`src/rgbs_pkg.sv`:
```
package rgbs_pkg;

  // Register offsets, byte addresses on the plain port
  localparam logic [7:0] ADDR_CODE_A    = 8'h01;
  localparam logic [7:0] ADDR_CODE_A_HI = 8'h02;
  localparam logic [7:0] ADDR_CODE_B    = 8'h03;
  localparam logic [7:0] ADDR_CODE_B_HI = 8'h04;
  localparam logic [7:0] ADDR_CODE_C    = 8'h05;
  localparam logic [7:0] ADDR_CODE_C_HI = 8'h06;
  localparam logic [7:0] ADDR_CTRL      = 8'h07;
  localparam logic [7:0] ADDR_STATE     = 8'h08;
  localparam logic [7:0] ADDR_DEAD_TIME = 8'h0B;
  localparam logic [7:0] ADDR_INT_STAT  = 8'h0C;
  localparam logic [7:0] ADDR_INT_MASK  = 8'h0D;

  // Reset values
  localparam logic [7:0] DEAD_TIME_RST  = 8'h10;
  localparam logic [7:0] INT_MASK_RST   = 8'h00;
  localparam logic [9:0] CODE_RST       = 10'h000;

  // Control register fields
  localparam int CTRL_RAILS_OK_BIT = 0;

  // Interrupt status fields
  localparam int INT_FAULT_BIT   = 0;
  localparam int INT_SEL_CHG_BIT = 1;
  localparam int INT_BBM_END_BIT = 2;
  localparam int INT_BITS        = 3;

  // Deglitch time
  localparam int CLK_MHZ          = 100;
  localparam int DEGLITCH_NS      = 300;
  localparam int DEGLITCH_CYCLES  = (DEGLITCH_NS * CLK_MHZ + 999) / 1000;

  // Color select codes
  localparam logic [1:0] SEL_NONE = 2'h0;
  localparam logic [1:0] SEL_A    = 2'h1;
  localparam logic [1:0] SEL_B    = 2'h2;
  localparam logic [1:0] SEL_C    = 2'h3;

  typedef enum logic [1:0] {ST_OFF, ST_BREAK, ST_RUN} rgbs_state_e;

endpackage : rgbs_pkg

```
`src/rgbs_sel_if.sv`:
```
`timescale 1ns/1ps
interface rgbs_sel_if;
  logic [1:0] sel_stable;
  logic       sel_change;
  modport src (output sel_stable, output sel_change);
  modport dst (input sel_stable, input sel_change);
endinterface : rgbs_sel_if

```
`src/rgbs_deglitch.sv`:
```
`timescale 1ns/1ps
module rgbs_deglitch
  import rgbs_pkg::*;
#(
  parameter int CYCLES = DEGLITCH_CYCLES
)
(
  // Clock and reset
  input  wire logic  ref_clk,
  input  wire logic  rst,
  // Raw select pins
  input  wire logic [1:0] sel_in,
  // Filtered select
  rgbs_sel_if.src    sel
);
  localparam int CW = $clog2(CYCLES + 1);

  initial
  begin
    if (CYCLES < 1)
      $error("rgbs_deglitch: CYCLES must be at least 1");
  end

  logic [1:0]    stable_r;
  logic [1:0]    change_r;
  logic [CW-1:0] cnt_r [2];

  // Each pin filtered on its own; a pulse shorter than the window is dropped
  genvar g;
  generate
    for (g = 0; g < 2; g++)
    begin : g_bit
      always_ff @(posedge ref_clk)
      begin
        if (rst)
        begin
          stable_r[g] <= 1'b0;
          change_r[g] <= 1'b0;
          cnt_r[g]    <= '0;
        end
        else if (sel_in[g] == stable_r[g])
        begin
          cnt_r[g]    <= '0;
          change_r[g] <= 1'b0;
        end
        else if (cnt_r[g] == CW'(CYCLES - 1))
        begin
          stable_r[g] <= sel_in[g];
          cnt_r[g]    <= '0;
          change_r[g] <= 1'b1;
        end
        else
        begin
          cnt_r[g]    <= cnt_r[g] + CW'(1);
          change_r[g] <= 1'b0;
        end
      end
    end
  endgenerate

  assign sel.sel_stable = stable_r;
  assign sel.sel_change = |change_r;

endmodule : rgbs_deglitch

```
`src/rgbs_strobe.sv`:
```
`timescale 1ns/1ps
module rgbs_strobe
  import rgbs_pkg::*;
#(
  parameter int CODE_W = 10
)
(
  // Clock and reset
  input  wire logic              ref_clk,
  input  wire logic              rst,
  // Color select and power
  input  wire logic [1:0]        color_sel,
  input  wire logic              system_power_on,
  input  wire logic              rails_ready,
  input  wire logic              fault_in,
  // Register port
  input  wire logic [7:0]        reg_addr,
  input  wire logic [7:0]        reg_wdata,
  input  wire logic              reg_wr,
  input  wire logic              reg_rd,
  output logic      [7:0]        reg_rdata,
  // Switches and current
  output logic                   switch_a,
  output logic                   switch_b,
  output logic                   switch_c,
  output logic      [CODE_W-1:0] dac_code,
  output logic                   dac_active,
  // Interrupt
  output logic                   irq_n_out
);

  initial
  begin
    if (CODE_W != 10)
      $error("rgbs_strobe: CODE_W must be 10");
  end

  rgbs_sel_if sel ();

  rgbs_deglitch #(
    .CYCLES (DEGLITCH_CYCLES)
  ) u_deglitch (
    .ref_clk (ref_clk),
    .rst     (rst),
    .sel_in  (color_sel),
    .sel     (sel)
  );

  logic [CODE_W-1:0] code_a_r;
  logic [CODE_W-1:0] code_b_r;
  logic [CODE_W-1:0] code_c_r;
  logic [7:0]        dead_time_r;
  logic [7:0]        int_mask_r;
  logic [INT_BITS-1:0] int_stat_r;
  logic              rails_sw_r;
  logic [7:0]        rdata_r;
  rgbs_state_e       state_r;
  logic [7:0]        dt_cnt_r;
  logic [2:0]        sw_r;
  logic [1:0]        target_r;
  logic [CODE_W-1:0] dac_r;
  logic              dac_act_r;
  logic              fault_d_r;
  logic              enable;
  logic [2:0]        want;
  logic [2:0]        keep;
  logic [INT_BITS-1:0] int_set;
  logic              bbm_done;

  // Decoder runs only with rails up and power on
  assign enable = system_power_on & rails_ready & rails_sw_r;

  // One-hot decode of a select code
  function automatic logic [2:0] rgbs_decode(input logic [1:0] code);
    logic [2:0] v;
    v = 3'h0;
    case (code)
      SEL_A:   v = 3'h1;
      SEL_B:   v = 3'h2;
      SEL_C:   v = 3'h4;
      default: v = 3'h0;
    endcase
    return v;
  endfunction : rgbs_decode

  assign want = rgbs_decode(sel.sel_stable);
  assign keep = sw_r & rgbs_decode(target_r);

  // Register writes
  always_ff @(posedge ref_clk)
  begin
    if (rst)
    begin
      code_a_r    <= CODE_RST;
      code_b_r    <= CODE_RST;
      code_c_r    <= CODE_RST;
      dead_time_r <= DEAD_TIME_RST;
      int_mask_r  <= INT_MASK_RST;
      rails_sw_r  <= 1'b0;
    end
    else if (reg_wr)
    begin
      case (reg_addr)
        ADDR_CODE_A:    code_a_r[7:0] <= reg_wdata;
        ADDR_CODE_A_HI: code_a_r[9:8] <= reg_wdata[1:0];
        ADDR_CODE_B:    code_b_r[7:0] <= reg_wdata;
        ADDR_CODE_B_HI: code_b_r[9:8] <= reg_wdata[1:0];
        ADDR_CODE_C:    code_c_r[7:0] <= reg_wdata;
        ADDR_CODE_C_HI: code_c_r[9:8] <= reg_wdata[1:0];
        ADDR_CTRL:      rails_sw_r <= reg_wdata[CTRL_RAILS_OK_BIT];
        ADDR_DEAD_TIME: dead_time_r <= reg_wdata;
        ADDR_INT_MASK:  int_mask_r <= reg_wdata;
        default:        ;
      endcase
    end
  end

  // Break-before-make sequencer
  always_ff @(posedge ref_clk)
  begin
    if (rst)
    begin
      state_r  <= ST_OFF;
      sw_r     <= 3'h0;
      target_r <= SEL_NONE;
      dt_cnt_r <= 8'h00;
    end
    else if (!enable)
    begin
      state_r  <= ST_OFF;
      sw_r     <= 3'h0;
      target_r <= SEL_NONE;
      dt_cnt_r <= 8'h00;
    end
    else
    begin
      case (state_r)
        ST_OFF, ST_RUN:
        begin
          if (want != sw_r)
          begin
            target_r <= sel.sel_stable;
            sw_r     <= sw_r & want;
            dt_cnt_r <= 8'h00;
            state_r  <= ST_BREAK;
          end
        end
        ST_BREAK:
        begin
          if (sel.sel_stable != target_r)
          begin
            // Restart keeps only switches common to the new selection
            target_r <= sel.sel_stable;
            sw_r     <= keep & want;
            dt_cnt_r <= 8'h00;
          end
          else if (dt_cnt_r >= dead_time_r)
          begin
            sw_r    <= want;
            state_r <= ST_RUN;
          end
          else
            dt_cnt_r <= dt_cnt_r + 8'h01;
        end
        default: state_r <= ST_OFF;
      endcase
    end
  end

  assign bbm_done = (state_r == ST_BREAK) && (sel.sel_stable == target_r) && (dt_cnt_r >= dead_time_r) && enable;

  // Current code follows closed switch only
  always_ff @(posedge ref_clk)
  begin
    if (rst)
    begin
      dac_r     <= CODE_RST;
      dac_act_r <= 1'b0;
    end
    else
    begin
      case (sw_r)
        3'h1:
        begin
          dac_r     <= code_a_r;
          dac_act_r <= 1'b1;
        end
        3'h2:
        begin
          dac_r     <= code_b_r;
          dac_act_r <= 1'b1;
        end
        3'h4:
        begin
          dac_r     <= code_c_r;
          dac_act_r <= 1'b1;
        end
        default:
        begin
          dac_r     <= CODE_RST;
          dac_act_r <= 1'b0;
        end
      endcase
    end
  end

  // Sticky events; set wins over write-one-clear
  always_ff @(posedge ref_clk)
  begin
    if (rst)
      fault_d_r <= 1'b0;
    else
      fault_d_r <= fault_in;
  end

  assign int_set[INT_FAULT_BIT]   = fault_in & ~fault_d_r;
  assign int_set[INT_SEL_CHG_BIT] = sel.sel_change;
  assign int_set[INT_BBM_END_BIT] = bbm_done;

  always_ff @(posedge ref_clk)
  begin
    if (rst)
      int_stat_r <= '0;
    else if (reg_wr && reg_addr == ADDR_INT_STAT)
      int_stat_r <= (int_stat_r & ~reg_wdata[INT_BITS-1:0]) | int_set;
    else
      int_stat_r <= int_stat_r | int_set;
  end

  // Masked bits never pull the line low; mask bit one means masked
  always_ff @(posedge ref_clk)
  begin
    if (rst)
      irq_n_out <= 1'b1;
    else
      irq_n_out <= ~|(int_stat_r & ~int_mask_r[INT_BITS-1:0]);
  end

  // Read port, data one cycle after strobe
  always_ff @(posedge ref_clk)
  begin
    if (rst)
      rdata_r <= 8'h00;
    else if (reg_rd)
    begin
      case (reg_addr)
        ADDR_CODE_A:    rdata_r <= code_a_r[7:0];
        ADDR_CODE_A_HI: rdata_r <= {6'h00, code_a_r[9:8]};
        ADDR_CODE_B:    rdata_r <= code_b_r[7:0];
        ADDR_CODE_B_HI: rdata_r <= {6'h00, code_b_r[9:8]};
        ADDR_CODE_C:    rdata_r <= code_c_r[7:0];
        ADDR_CODE_C_HI: rdata_r <= {6'h00, code_c_r[9:8]};
        ADDR_CTRL:      rdata_r <= {7'h00, rails_sw_r};
        ADDR_STATE:     rdata_r <= {1'b0, enable, target_r, sel.sel_stable == target_r, sw_r};
        ADDR_DEAD_TIME: rdata_r <= dead_time_r;
        ADDR_INT_STAT:  rdata_r <= {5'h00, int_stat_r};
        ADDR_INT_MASK:  rdata_r <= int_mask_r;
        default:        rdata_r <= 8'h00;
      endcase
    end
    else
      rdata_r <= 8'h00;
  end

  assign reg_rdata  = rdata_r;
  assign switch_a   = sw_r[0];
  assign switch_b   = sw_r[1];
  assign switch_c   = sw_r[2];
  assign dac_code   = dac_r;
  assign dac_active = dac_act_r;

endmodule : rgbs_strobe

```
`config.mk`:
```
export PLATFORM = sky130hd
export DESIGN_NAME = rgbs_strobe
export DESIGN_NICKNAME = d
export VERILOG_FILES = /design/src/rgbs_pkg.sv /design/src/rgbs_sel_if.sv /design/src/rgbs_deglitch.sv /design/src/rgbs_strobe.sv
export SDC_FILE = /design/constraint.sdc
export NUM_CORES = 1
export LEC_CHECK = 0
export ABC_AREA = 1
export BUFFER_PORTS_ARGS = -buffer_cell sky130_fd_sc_hd__buf_2
export CAP_MARGIN = 30
export CORE_MARGIN = 2
export CORE_UTILIZATION = 60
export CTS_BUF_LIST = sky130_fd_sc_hd__clkbuf_4 sky130_fd_sc_hd__clkbuf_8
export DETAILED_ROUTE_END_ITERATION = 16
export GPL_ROUTABILITY_DRIVEN = 0
export HOLD_SLACK_MARGIN = 0.03
export MAX_ROUTING_LAYER = met4
export PLACE_DENSITY = 0.86
export RECOVER_POWER = 100
export SYNTH_ARGS = -nofsm -noshare
export SYNTH_HDL_FRONTEND = slang
export SYNTH_HIERARCHICAL = 1
export SYNTH_SLANG_ARGS = --single-unit
```
`constraint.sdc`:
```
create_clock -name ref_clk -period 3.05 [get_ports ref_clk]
set_input_delay 0.4575 -clock ref_clk [delete_from_list [all_inputs] [get_ports ref_clk]]
set_output_delay 0.4575 -clock ref_clk [all_outputs]
set_load 0.01 [all_outputs]
```
==> results by group, run 1 <==
Outcome
  – Result of the run: completed

STA
  – Timing-limited maximum frequency: 0.428 GHz
  – Sum Neg Setup Slack: 0 ns
  – Final setup viols: 0
  – Smallest hold slack: 0.285 ns
  – Fin. Hold Viols: 0
  – Final clock period utilization by the worst path: about three quarters
  – Number of pins with negative max-slew slack in the final report: 0
  – Worst clock skew: 0.0178 ns
  – Headroom to the max-slew limit: ~14%
  – Unrepaired setup endpoints after global routing: no
  – Final worst path period need: about 2.3 ns
  – Transition at the pin with the smallest max-transition slack: 1.28 ns

Synthesis
  – Cells after Synth: 703
  – Cell area after synthesis: 5080 sq um
  – Largest cells by area after synthesis: dfxtp_1, nand2_1, inv_1
  – Number of distinct library cells after synthesis: between 40 and 50
  – Proportion of synthesized flip-flops having asynchronous set or reset: 0%
  – Proportion of netlist area held by the largest area contributor: a little over a third
  – Largest area contributor in the synthesized netlist: dfxtp_1
  – Synthesized flop and latch total: 100
  – Number of flops mapped to enable cells by yosys: 10
  – Avg Cell Area, Syn: a little over 7 sq um
  – Yosys synthesis warning count: 6
  – Main flop type after synthesis: dfxtp_1
  – Post-synthesis sequential area ratio: 41.4%

Setup path
  – Slowest stage cell, crit path: nor3_1
  – Crit-path max cell delay: 0.63 ns
  – Largest fanout of any net on the critical path: 16
  – Req. time, crit path: roughly 3.3 ns
  – Classification of the worst setup path: in2reg
  – Critical-path cell list: clkbuf_1 -> inv_1 -> nor2_4 -> inv_4 -> nor3_1 -> nand2_1 -> o21ai_0 -> a21oi_1
  – Count of cell instances traversed by the critical path: 8
  – Kind of end point of the critical path: flip-flop
  – Count of buffering cells on the critical path with inverters included: 3
  – Cell type group with the largest total delay on the critical path: simple AND/OR/NAND/NOR gates
  – Arrival time of the worst setup path: 2.59 ns
  – CP Launch Point: reg_addr[0]
  – Worst Setup Start Kind: primary input
  – Path depth of the worst reg2reg path: 9
  – RR Startpoint: u_deglitch/sel.sel_stable[1]

Placed design
  – Post-Place Cells: 847
  – Standard cell area after detailed placement: about 5400 sq um
  – Number of buffers added on ports: 47
  – DP Wirelength: around 9200 microns

Power
  – Sw Share: 27.1%
  – Total Power: between 2000 and 2500 uW
  – Static leakage power: approximately 0.0023 uW
  – Internal Pwr Total: approximately 1700 uW
  – Part of the power in combinational logic: around 5.3%
  – Peak ir drop on the vdd network: 0.000281 V
  – Clock network fraction of total power: between 30% and 40%
  – Net switching power: about 630 uW
  – Proportion of power drawn by flip-flops and latches: about 58%
  – Power density over cell area: between 400 and 500 nW/um^2

Final layout
  – Area growth from synthesis to layout: 7.44%
  – Area of all sequential standard cells: between 2000 and 2500 sq um
  – Post-Layout Cell Count: about 860
  – Commonest cells after routing, fill and taps aside: nand2_1, inv_1, nor2_1
  – Share of cells above drive strength 1: under 10%
  – Multi-input logic area: 2420 sq um
  – Number of antenna cells inserted: 0
  – Net total in the final layout: just under 800
  – Total of fill cells in the finished design: between 700 and 800
  – Post-route cell area: 5460 sq um
  – Commonest non-fill, non-tap cell in the layout: nand2_1

Detailed routing
  – DRC: 0
  – Remaining antenna violation count: 0
  – Total iterations of the first detailed-routing run: 6
  – Via total after detailed routing: around 4.8k
  – Count of routing violations after the opening detailed-route iteration: approximately 300
  – Mean routed wirelength per cell: roughly 14 microns
  – DR vias/cell: 5.55
  – Post-Route WL: 12400 microns

Clock network
  – Sink count of the clock tree: 100
  – Number of resized instances in the post-cts repair step: 0
  – Post-CTS Setup Inserts: 0
  – # hold bufs at CTS: 0
  – H-tree levels: 3
  – Clock tree buffer depth: 2
  – CTS tree: done
  – Root Driver: clkbuf_8
  – TritonCTS Buffers: 9
  – Clock-pin slew reported for the worst setup and hold paths after clock tree synthesis: roughly 0.11 ns
  – Clock latency of the later-clocked register in the worst-skew pair: ~0.38 ns

Job
  – Count of maximum capacitance violations: 0

Global route
  – Total overflow reported by the global router: 0
  – Number of antenna violations at the first check in global routing: 0
  – Maximum number of pins on one net before global-route repair: about 60
  – GRT Overall Usage: just under 30%
  – Via count of the first global-routing pass: ~4.5k
  – Global-route wire length before repair: between 20000 and 25000 microns

Die
  – Row Count: 33
  – Horizontal die dimension: roughly 96 microns
  – Initial core utilization: between 60% and 70%
  – Floorplan die height: approximately 96 microns
  – Die area: between 9000 and 10000 sq um
  – Ports placed on the boundary: 48
  – Core footprint: slightly above 8000 sq um

Worst hold path
  – Startpoint of the worst hold path: fault_in
  – Worst hold-check path type: in2reg
  – Worst hold stages: 3
-- worst min-delay path, cell delays in order --
cell,delay (ns)
buf_2,0.08
nand2_1,0.06
inv_1,0.05
-- path summary, 6_finish.rpt --
check | slack [ns] | end
max | 0.72 | int_mask_r[1]
min | 0.29 | fault_d_r
max reg2reg | 0.80 | target_r[1]
min reg2reg | 0.44 | int_stat_r[0]
-- routing by layer --
metal | track usage, % | part of all wire (%) | vias to the layer above
met4 | 13.8 | 3.4 | 0
met3 | 5.40 | 7.2 | 45
met5 | - | 0 | -
li1 | - | - | 2383
met2 | 48.2 | 48 | 198
met1 | 34.1 | 42 | 2167
-- cell usage after synthesis (2+ instances only) --
master and instances:
nor3_2 3, dfxtp_1 90, o21bai_1 2, o211ai_1 10
nand3_1 68, nand3_2 2, nor2_4 4, buf_2 4
a211oi_1 2, clkbuf_8 2, clkbuf_1 7, nor2_1 90
nor4_1 2, o21a_1 2, nand4_1 11, edfxtp_1 10
inv_2 4, o21ai_2 2, o21ai_1 3, nand2_1 133
nand3b_1 3, buf_6 5, xnor2_1 3, nor2_2 2
o21ai_0 51, inv_1 95, nor3_1 3, ha_1 16
a21oi_1 52, nand2_2 4, or2_2 2, o221ai_1 4
-- power by group through the flow --
stage | Sequential (uW) | Clock [uW] | Combinational, uW
2_1_floorplan | 1380 | 0 | 82.3
4_1_cts | 1350 | 863 | 128
5_1_grt | 1350 | 915 | 138
3_5_place_dp | 1380 | 0 | 127
3_3_place_gp | 1380 | 0 | 123
6_report | 1350 | 860 | 124
-- through the flow --
step | util (%) | setup WS (ns)
after global placement | 65.2 | 1.13
after CTS | 67.6 | 1.03
after global routing | 66.4 | 0.410
after floorplan | - | 1.25
after detailed placement | 65.2 | 1.03
final | 66.4 | 0.716
-- sequential cells by signal, indices dropped and copies added, names as in the netlist --
name	count
int_stat_r	3
state_r	2
u_deglitch/cnt_r	10
reg_rdata	8
dac_active	1
target_r	2
u_deglitch/change_r	2
int_mask_r	8
u_deglitch/sel.sel_stable	2
rails_sw_r	1
code_a_r	10
code_c_r	10
dead_time_r	8
dt_cnt_r	8
irq_n_out	1
sw_r	3
code_b_r	10
dac_code	10
fault_d_r	1
-- kinds of logic after synthesis --
kind of cell    count (synthesis)  synth area share (%)
compound gates                130                  14.1
buf+inv                       120                  10.3
flops                         100                  41.4
other cells                     1                0.0739
fa+ha+maj                      16                  3.94
simple gates                  332                  29.5
xor+xnor                        4                 0.690
-- final cells by class --
type,count,area share (%)
clock buffers,9,2.27
clock inverters,7,1.40
inverters,101,7.02
multi-input cells,492,44.4
flip-flops and latches,100,38.5
well taps,105,2.41
repair buffers,49,3.92
Note: power is estimated with default switching activity, not from simulation.
==> run 2: changes to the inputs <==
--- a/config.mk
+++ b/config.mk
@@ -9,13 +9,13 @@
 export BUFFER_PORTS_ARGS = -buffer_cell sky130_fd_sc_hd__buf_2
 export CAP_MARGIN = 30
 export CORE_MARGIN = 2
-export CORE_UTILIZATION = 60
+export CORE_UTILIZATION = 56
 export CTS_BUF_LIST = sky130_fd_sc_hd__clkbuf_4 sky130_fd_sc_hd__clkbuf_8
 export DETAILED_ROUTE_END_ITERATION = 16
 export GPL_ROUTABILITY_DRIVEN = 0
 export HOLD_SLACK_MARGIN = 0.03
 export MAX_ROUTING_LAYER = met4
-export PLACE_DENSITY = 0.86
+export PLACE_DENSITY = 0.84
 export RECOVER_POWER = 100
 export SYNTH_ARGS = -nofsm -noshare
 export SYNTH_HDL_FRONTEND = slang
==> constraint.sdc (replaced) <==
create_clock -name ref_clk -period 2 [get_ports ref_clk]
set_input_delay 0.3 -clock ref_clk [delete_from_list [all_inputs] [get_ports ref_clk]]
set_output_delay 0.3 -clock ref_clk [all_outputs]
set_load 0.01 [all_outputs]
==> run 2 against run 1 <==
Setup slack worse by 0.56 ns. Flip-flop and latch count unchanged. Sequential share of layout area fell by 0.92 points. Via count increased by 0.63%. Final cell count increased by 1.9%. Critical path depth unchanged. Clock skew shrank 0.0031 ns. Hold slack lost 0.15 ns. Cell area rose by 2.6%. Core utilization is 2.5 points lower. Global-route usage fell by 3.0 points. Power up 51%. Largest power group unchanged.
==> results by group, run 2 (synthesis gave the netlist of run 1 again) <==
Power
  – Power density over cell area: 630 nW/um^2 (+47%)
  – Static leakage power: 0.00240 uW (+4.1%)
  – Peak ir drop on the vdd network: 0.000407 V (+45%)

Final layout
  – Multi-input logic area: 2470 sq um (+2.0%)
  – Area of all sequential standard cells: 2100 sq um (+0.12%)
  – Commonest non-fill, non-tap cell in the layout: nand2_1
  – Commonest cells after routing, fill and taps aside: nand2_1, inv_1, nor2_1
  – Number of antenna cells inserted: 0 (unchanged)
  – Area growth from synthesis to layout: 10.2%
  – Share of cells above drive strength 1: 9.99% (+3.3 points)
  – Net total in the final layout: 807 (+1.6%)
  – Post-Layout Cell Count: 879 (+1.9%)
  – Total of fill cells in the finished design: 790 (+8.1%)

STA
  – Transition at the pin with the smallest max-transition slack: 1.20 ns (-0.0803 ns)
  – Sum Neg Setup Slack: 0 ns (unchanged)
  – Final clock period utilization by the worst path: a little over 90%
  – Unrepaired setup endpoints after global routing: no
  – Timing-limited maximum frequency: around 0.54 GHz
  – Number of pins with negative max-slew slack in the final report: 0 (unchanged)
  – Fin. Hold Viols: 0 (unchanged)
  – Worst clock skew: 0.0147 ns (-0.00313 ns)
  – Headroom to the max-slew limit: 19.8% (+6.0 points)
  – Final setup viols: 0 (unchanged)
  – Final worst path period need: between 1.5 and 2 ns

Placed design
  – DP Wirelength: 9340 microns (+1.1%)
  – Number of buffers added on ports: 47 (unchanged)
  – Post-Place Cells: 863 (+1.9%)

Global route
  – Via count of the first global-routing pass: 4564 (+2.6%)
  – Maximum number of pins on one net before global-route repair: 33 (-44%)
  – Total overflow reported by the global router: 0 (unchanged)
  – Global-route wire length before repair: 20500 microns (+1.7%)
  – Number of antenna violations at the first check in global routing: 0 (unchanged)
  – GRT Overall Usage: 26.1% (-3.0 points)

Die
  – Row Count: 34 (+3.0%)
  – Core footprint: 8760 sq um (+6.7%)
  – Horizontal die dimension: 99.2 microns (+3.4%)
  – Ports placed on the boundary: 48 (unchanged)
  – Die area: 9840 sq um (+6.8%)
  – Floorplan die height: 99.2 microns (+3.4%)
  – Initial core utilization: 57.9% (-3.9 points)

Setup path
  – Worst Setup Start Kind: flip-flop
  – Cell mode on critical path: nor2_1
  – Req. time, crit path: 2.26 ns (-1.04 ns)
  – Register-to-register path setup slack: 0.15 ns (-0.65 ns)
  – Largest fanout of any net on the critical path: 11 (-5)
  – Critical-path cell list: inv_1 -> nor2_1 -> ha_1 -> nor4_2 -> nor2_1 -> buf_4 -> a21oi_1 -> nor2_1
  – Path depth of the worst reg2reg path: 8 (-1)
  – Slowest stage cell, crit path: dfxtp_2
  – Count of buffering cells on the critical path with inverters included: 2 (-1)
  – Cell type group with the largest total delay on the critical path: simple AND/OR/NAND/NOR gates
  – Crit-path max cell delay: 0.39 ns (-0.24 ns)
  – End point of the critical path: dt_cnt_r[3]
  – Kind of end point of the critical path: flip-flop
  – Classification of the worst setup path: reg2reg
  – CP Launch Point: u_deglitch/sel.sel_stable[1]
  – Count of cell instances traversed by the critical path: 8 (unchanged)
  – Arrival time of the worst setup path: 2.11 ns (-0.48 ns)
  – RR Startpoint: u_deglitch/sel.sel_stable[1]
  – Terminus of the critical flop-to-flop path: dt_cnt_r[3]

Worst hold path
  – Startpoint of the worst hold path: fault_in
  – Worst hold-check path type: in2reg

Detailed routing
  – DRC: 0 (unchanged)
  – Mean routed wirelength per cell: 14.0 microns (-2.7%)
  – Total iterations of the first detailed-routing run: 5 (-1)
  – Via total after detailed routing: 4823 (+0.63%)
  – Post-Route WL: 12300 microns (-0.86%)
  – Remaining antenna violation count: 0 (unchanged)
  – Count of routing violations after the opening detailed-route iteration: 376 (+22%)
  – DR vias/cell: 5.49 (-1.2%)

Clock network
  – Post-CTS Setup Inserts: 0 (unchanged)
  – H-tree levels: 3 (unchanged)
  – Clock-pin slew reported for the worst setup and hold paths after clock tree synthesis: 0.11 ns (about the same)
  – Root Driver: clkbuf_8
  – CTS tree: done
  – Sink count of the clock tree: 100 (unchanged)
  – TritonCTS Buffers: 9 (unchanged)
  – Clock latency of the later-clocked register in the worst-skew pair: 0.37 ns (about the same)
  – # hold bufs at CTS: 0 (unchanged)
  – Clock tree buffer depth: 2 (unchanged)

Outcome
  – Result of the run: completed

Job
  – Count of maximum capacitance violations: 0 (unchanged)
## run 2: cell count changes in the layout (fill, tap and decap cells not counted), sizes merged
cell and change:
buf +13
## run 2: worst min path at each step
stage / slack [ns] / cells after the start / endpoint
5_1_grt: 0.16 / 3 / fault_d_r
2_1_floorplan: 0.37 / 1 / dead_time_r[0]
4_1_cts: 0.14 / 3 / fault_d_r
3_3_place_gp: 0.42 / 1 / int_stat_r[0]
6_report: 0.14 / 3 / fault_d_r
3_5_place_dp: 0.43 / 1 / int_stat_r[0]
## run 2: per-stage QoR
step           total power, uW  util [%]  cell area (sq um)  worst slack [ns]  hold WS (ns)
6_report                  3530      63.8               5600             0.154         0.140
2_1_floorplan             2230         -               5110             0.201         0.369
3_3_place_gp              2300      62.3               5460             0.160         0.415
5_1_grt                   3640      63.8               5600            0.0158         0.159
3_5_place_dp              2310      62.3               5460            0.0101         0.426
4_1_cts                   3550      64.5               5660            0.0864         0.135
## run 2: layer usage
metal | part of all wire [%] | GRT usage [%] | routed length (microns)
met1 | 41 | 30.5 | 4990
met4 | 2.7 | 10.1 | 335
met5 | 0 | - | 0
met2 | 50 | 44.9 | 6090
met3 | 7.1 | 4.29 | 866
## run 2: power by group
part	total, uW	internal, uW	switching, uW
clock network	1260	488	777
registers	2060	2040	18.6
logic	200	59.3	141
total	3530	2590	936
## run 2: what timing repair did
item	4_1_cts	5_1_grt
pin swaps	0	0
resized for setup	1	3
setup endpoints to repair	1	9
## run 2: worst min-delay path, stage by stage
cell	delay (ns)
buf_2	0.07
nand2_1	0.06
inv_1	0.05
## run 2: cell type report
cell class,instances,share of cell area (%)
multi-input cells,492,44.2
flip-flops and latches,100,37.6
inverters,101,6.84
repair buffers,62,5.48
well taps,108,2.42
clock buffers,9,2.21
clock inverters,7,1.25
==> run 3: changes to the inputs <==
--- a/config.mk
+++ b/config.mk
@@ -8,15 +8,17 @@
 export ABC_AREA = 1
 export BUFFER_PORTS_ARGS = -buffer_cell sky130_fd_sc_hd__buf_2
 export CAP_MARGIN = 30
-export CORE_MARGIN = 2
+export CORE_MARGIN = 5
 export CORE_UTILIZATION = 56
 export CTS_BUF_LIST = sky130_fd_sc_hd__clkbuf_4 sky130_fd_sc_hd__clkbuf_8
+export CTS_CLUSTER_SIZE = 16
 export DETAILED_ROUTE_END_ITERATION = 16
 export GPL_ROUTABILITY_DRIVEN = 0
 export HOLD_SLACK_MARGIN = 0.03
 export MAX_ROUTING_LAYER = met4
 export PLACE_DENSITY = 0.84
 export RECOVER_POWER = 100
+export SETUP_SLACK_MARGIN = 0.2
 export SYNTH_ARGS = -nofsm -noshare
 export SYNTH_HDL_FRONTEND = slang
 export SYNTH_HIERARCHICAL = 1
==> run 3 against run 2 <==
Cell area is 1.9% higher. Fmax shrank 0.53%. Power grew 6.3%. Non-clock buffer count grew 7. Clock skew decreased by 0.0058 ns. Die area increased by 12%. Final cell count grew 1.1%. Combinational power about the same. Sequential power hardly changed.
==> results by group, run 3 (synthesis gave the netlist of run 1 again) <==
Final layout
  – Commonest non-fill, non-tap cell in the layout: nand2_1
  – Total of fill cells in the finished design: 774 (-2.0%)
  – Post-route cell area: 5700 sq um (+1.9%)
  – Share of cells above drive strength 1: 11.5% (+1.5 points)
  – Multi-input logic area: 2500 sq um (+1.0%)
  – Commonest cells after routing, fill and taps aside: nand2_1, inv_1, nor2_1
  – Area growth from synthesis to layout: 12.3%
  – Area of all sequential standard cells: 2110 sq um (+0.18%)
  – Net total in the final layout: 817 (+1.2%)
  – Number of antenna cells inserted: 0 (unchanged)
  – Post-Layout Cell Count: 889 (+1.1%)

STA
  – Fin. Hold Viols: 0 (unchanged)
  – Worst clock skew: 0.00890 ns (-0.00575 ns)
  – Final worst path period need: 1.86 ns (+0.00976 ns)
  – Timing-limited maximum frequency: 0.539 GHz (-0.53%)
  – Unrepaired setup endpoints after global routing: no
  – Final clock period utilization by the worst path: 92.8% (+0.49 points)
  – Transition at the pin with the smallest max-transition slack: 0.661 ns (-0.543 ns)
  – Headroom to the max-slew limit: 55.9% (+36 points)
  – Final setup viols: 0 (unchanged)
  – Number of pins with negative max-slew slack in the final report: 0 (unchanged)

Clock network
  – Clock-pin slew reported for the worst setup and hold paths after clock tree synthesis: 0.09 ns (-0.02 ns)
  – CTS tree: done
  – Clock tree buffer depth: 2 (unchanged)
  – # hold bufs at CTS: 0 (unchanged)
  – H-tree levels: 3 (unchanged)
  – TritonCTS Buffers: 9 (unchanged)
  – Sink count of the clock tree: 100 (unchanged)
  – Clock latency of the later-clocked register in the worst-skew pair: 0.38 ns (about the same)
  – Root Driver: clkbuf_8

Die
  – Ports placed on the boundary: 48 (unchanged)
  – Floorplan die height: 105 microns (+6.0%)
  – Horizontal die dimension: 105 microns (+6.0%)
  – Row Count: 34 (unchanged)
  – Die area: 11100 sq um (+12%)
  – Initial core utilization: 57.9% (unchanged)
  – Core footprint: 8760 sq um (unchanged)

Setup path
  – Kind of end point of the critical path: flip-flop
  – Largest fanout of any net on the critical path: 5 (-6)
  – Critical-path cell list: inv_4 -> nor2_1 -> ha_1 -> nor4_1 -> buf_4 -> nor2_2 -> nand2_2 -> o21ai_0 -> a21oi_1
  – Worst Setup Start Kind: flip-flop
  – Crit-path max cell delay: 0.38 ns (about the same)
  – Count of buffering cells on the critical path with inverters included: 2 (unchanged)
  – Arrival time of the worst setup path: 2.15 ns (+0.04 ns)
  – Req. time, crit path: 2.29 ns (+0.03 ns)
  – Cell type group with the largest total delay on the critical path: simple AND/OR/NAND/NOR gates
  – Slowest stage cell, crit path: dfxtp_4
  – Classification of the worst setup path: reg2reg

Placed design
  – Post-Place Cells: 867 (+0.46%)
  – Number of buffers added on ports: 47 (unchanged)
  – Standard cell area after detailed placement: 5490 sq um (+0.55%)
  – DP Wirelength: 9240 microns (-1.1%)

Global route
  – Number of antenna violations at the first check in global routing: 0 (unchanged)
  – Maximum number of pins on one net before global-route repair: 44 (+33%)
  – Total overflow reported by the global router: 0 (unchanged)
  – Global-route wire length before repair: 20700 microns (+1.3%)
  – Via count of the first global-routing pass: 4594 (+0.66%)
  – GRT Overall Usage: 23.0% (-3.1 points)

Job
  – Count of maximum capacitance violations: 0 (unchanged)

Outcome
  – Result of the run: completed

Power
  – Static leakage power: 0.00247 uW (+2.6%)
  – Proportion of power drawn by flip-flops and latches: 55.0% (-3.5 points)
  – Net switching power: 917 uW (-2.0%)
  – Internal Pwr Total: 2830 uW (+9.3%)
  – Clock network fraction of total power: 39.6% (+3.7 points)
  – Peak ir drop on the vdd network: 0.000332 V (-18%)
  – Power density over cell area: 657 nW/um^2 (+4.3%)
  – Part of the power in combinational logic: 5.4% (-0.3 points)
  – Sw Share: 24.5% (-2.1 points)

Worst hold path
  – Worst hold-check path type: in2reg

Detailed routing
  – DR vias/cell: 5.54 (+0.93%)
  – Post-Route WL: 12800 microns (+4.3%)
  – DRC: 0 (unchanged)
  – Remaining antenna violation count: 0 (unchanged)
  – Total iterations of the first detailed-routing run: 5 (unchanged)
  – Count of routing violations after the opening detailed-route iteration: 316 (-16%)
  – Via total after detailed routing: 4923 (+2.1%)
  – Mean routed wirelength per cell: 14.4 microns (+3.2%)
-- run 3: cell count changes in the layout (fill, tap and decap cells not counted), sizes merged --
cell    delta
buf        +5
bufinv     +2
clkbuf     +2
clkinv     -2
nor2       +2
nand2      +1
-- run 3: worst paths after layout --
path                                 from            end  slack, ns  cells past startpoint
min reg2reg                     fault_d_r  int_stat_r[0]       0.43                      1
min                              fault_in      fault_d_r       0.13                      3
max reg2reg  u_deglitch/sel.sel_stable[1]    target_r[1]       0.14                      9
max          u_deglitch/sel.sel_stable[1]    target_r[1]       0.14                      9
-- run 3: what timing repair did --
action	CTS	global route
gates cloned	0	3
gates resized for setup	5	13
buffers inserted	0	3
pin swaps	0	4
endpoints found under the hold margin	0	0
setup endpoints to repair	14	14
-- run 3: tightest hold or removal path, stage by stage --
cell     delay [ns]
buf_2          0.07
nand2_1        0.06
inv_1          0.05
-- run 3: metrics by stage --
stage	power, uW	setup slack (ns)	utilization, %	hold slack [ns]	TNS, ns
CTS	3760	0.233	65.5	0.127	0
global placement	2300	-0.0390	62.6	0.416	-0.0876
floorplan	2230	0.201	-	0.369	0
finish	3750	0.144	65.1	0.130	0
global route	3880	0.0499	65.1	0.154	0
detailed placement	2310	-0.206	62.6	0.419	-1.15
-- run 3: area by class of cell --
type | instances | area share (%)
clock buffer | 9 | 2.17
clock inverter | 7 | 1.84
inverter | 101 | 6.76
multi-input combinational | 495 | 43.8
sequential | 100 | 37.0
tap | 108 | 2.37
timing repair buffer | 69 | 6.10
-- run 3: per-layer routing --
layer	global-route usage, %	wire length, microns
met1	27.8	5220
met2	37.9	6170
met3	5.13	1040
met4	8.13	375
met5	-	0
-- run 3: power by group through the flow --
| stage | logic [uW] | clock network (uW) | registers, uW |
|---|---|---|---|
| detailed placement | 200 | 0 | 2110 |
| floorplan | 126 | 0 | 2100 |
| finish | 202 | 1490 | 2060 |
| global route | 223 | 1590 | 2060 |
| global placement | 194 | 0 | 2110 |
| CTS | 202 | 1500 | 2060 |
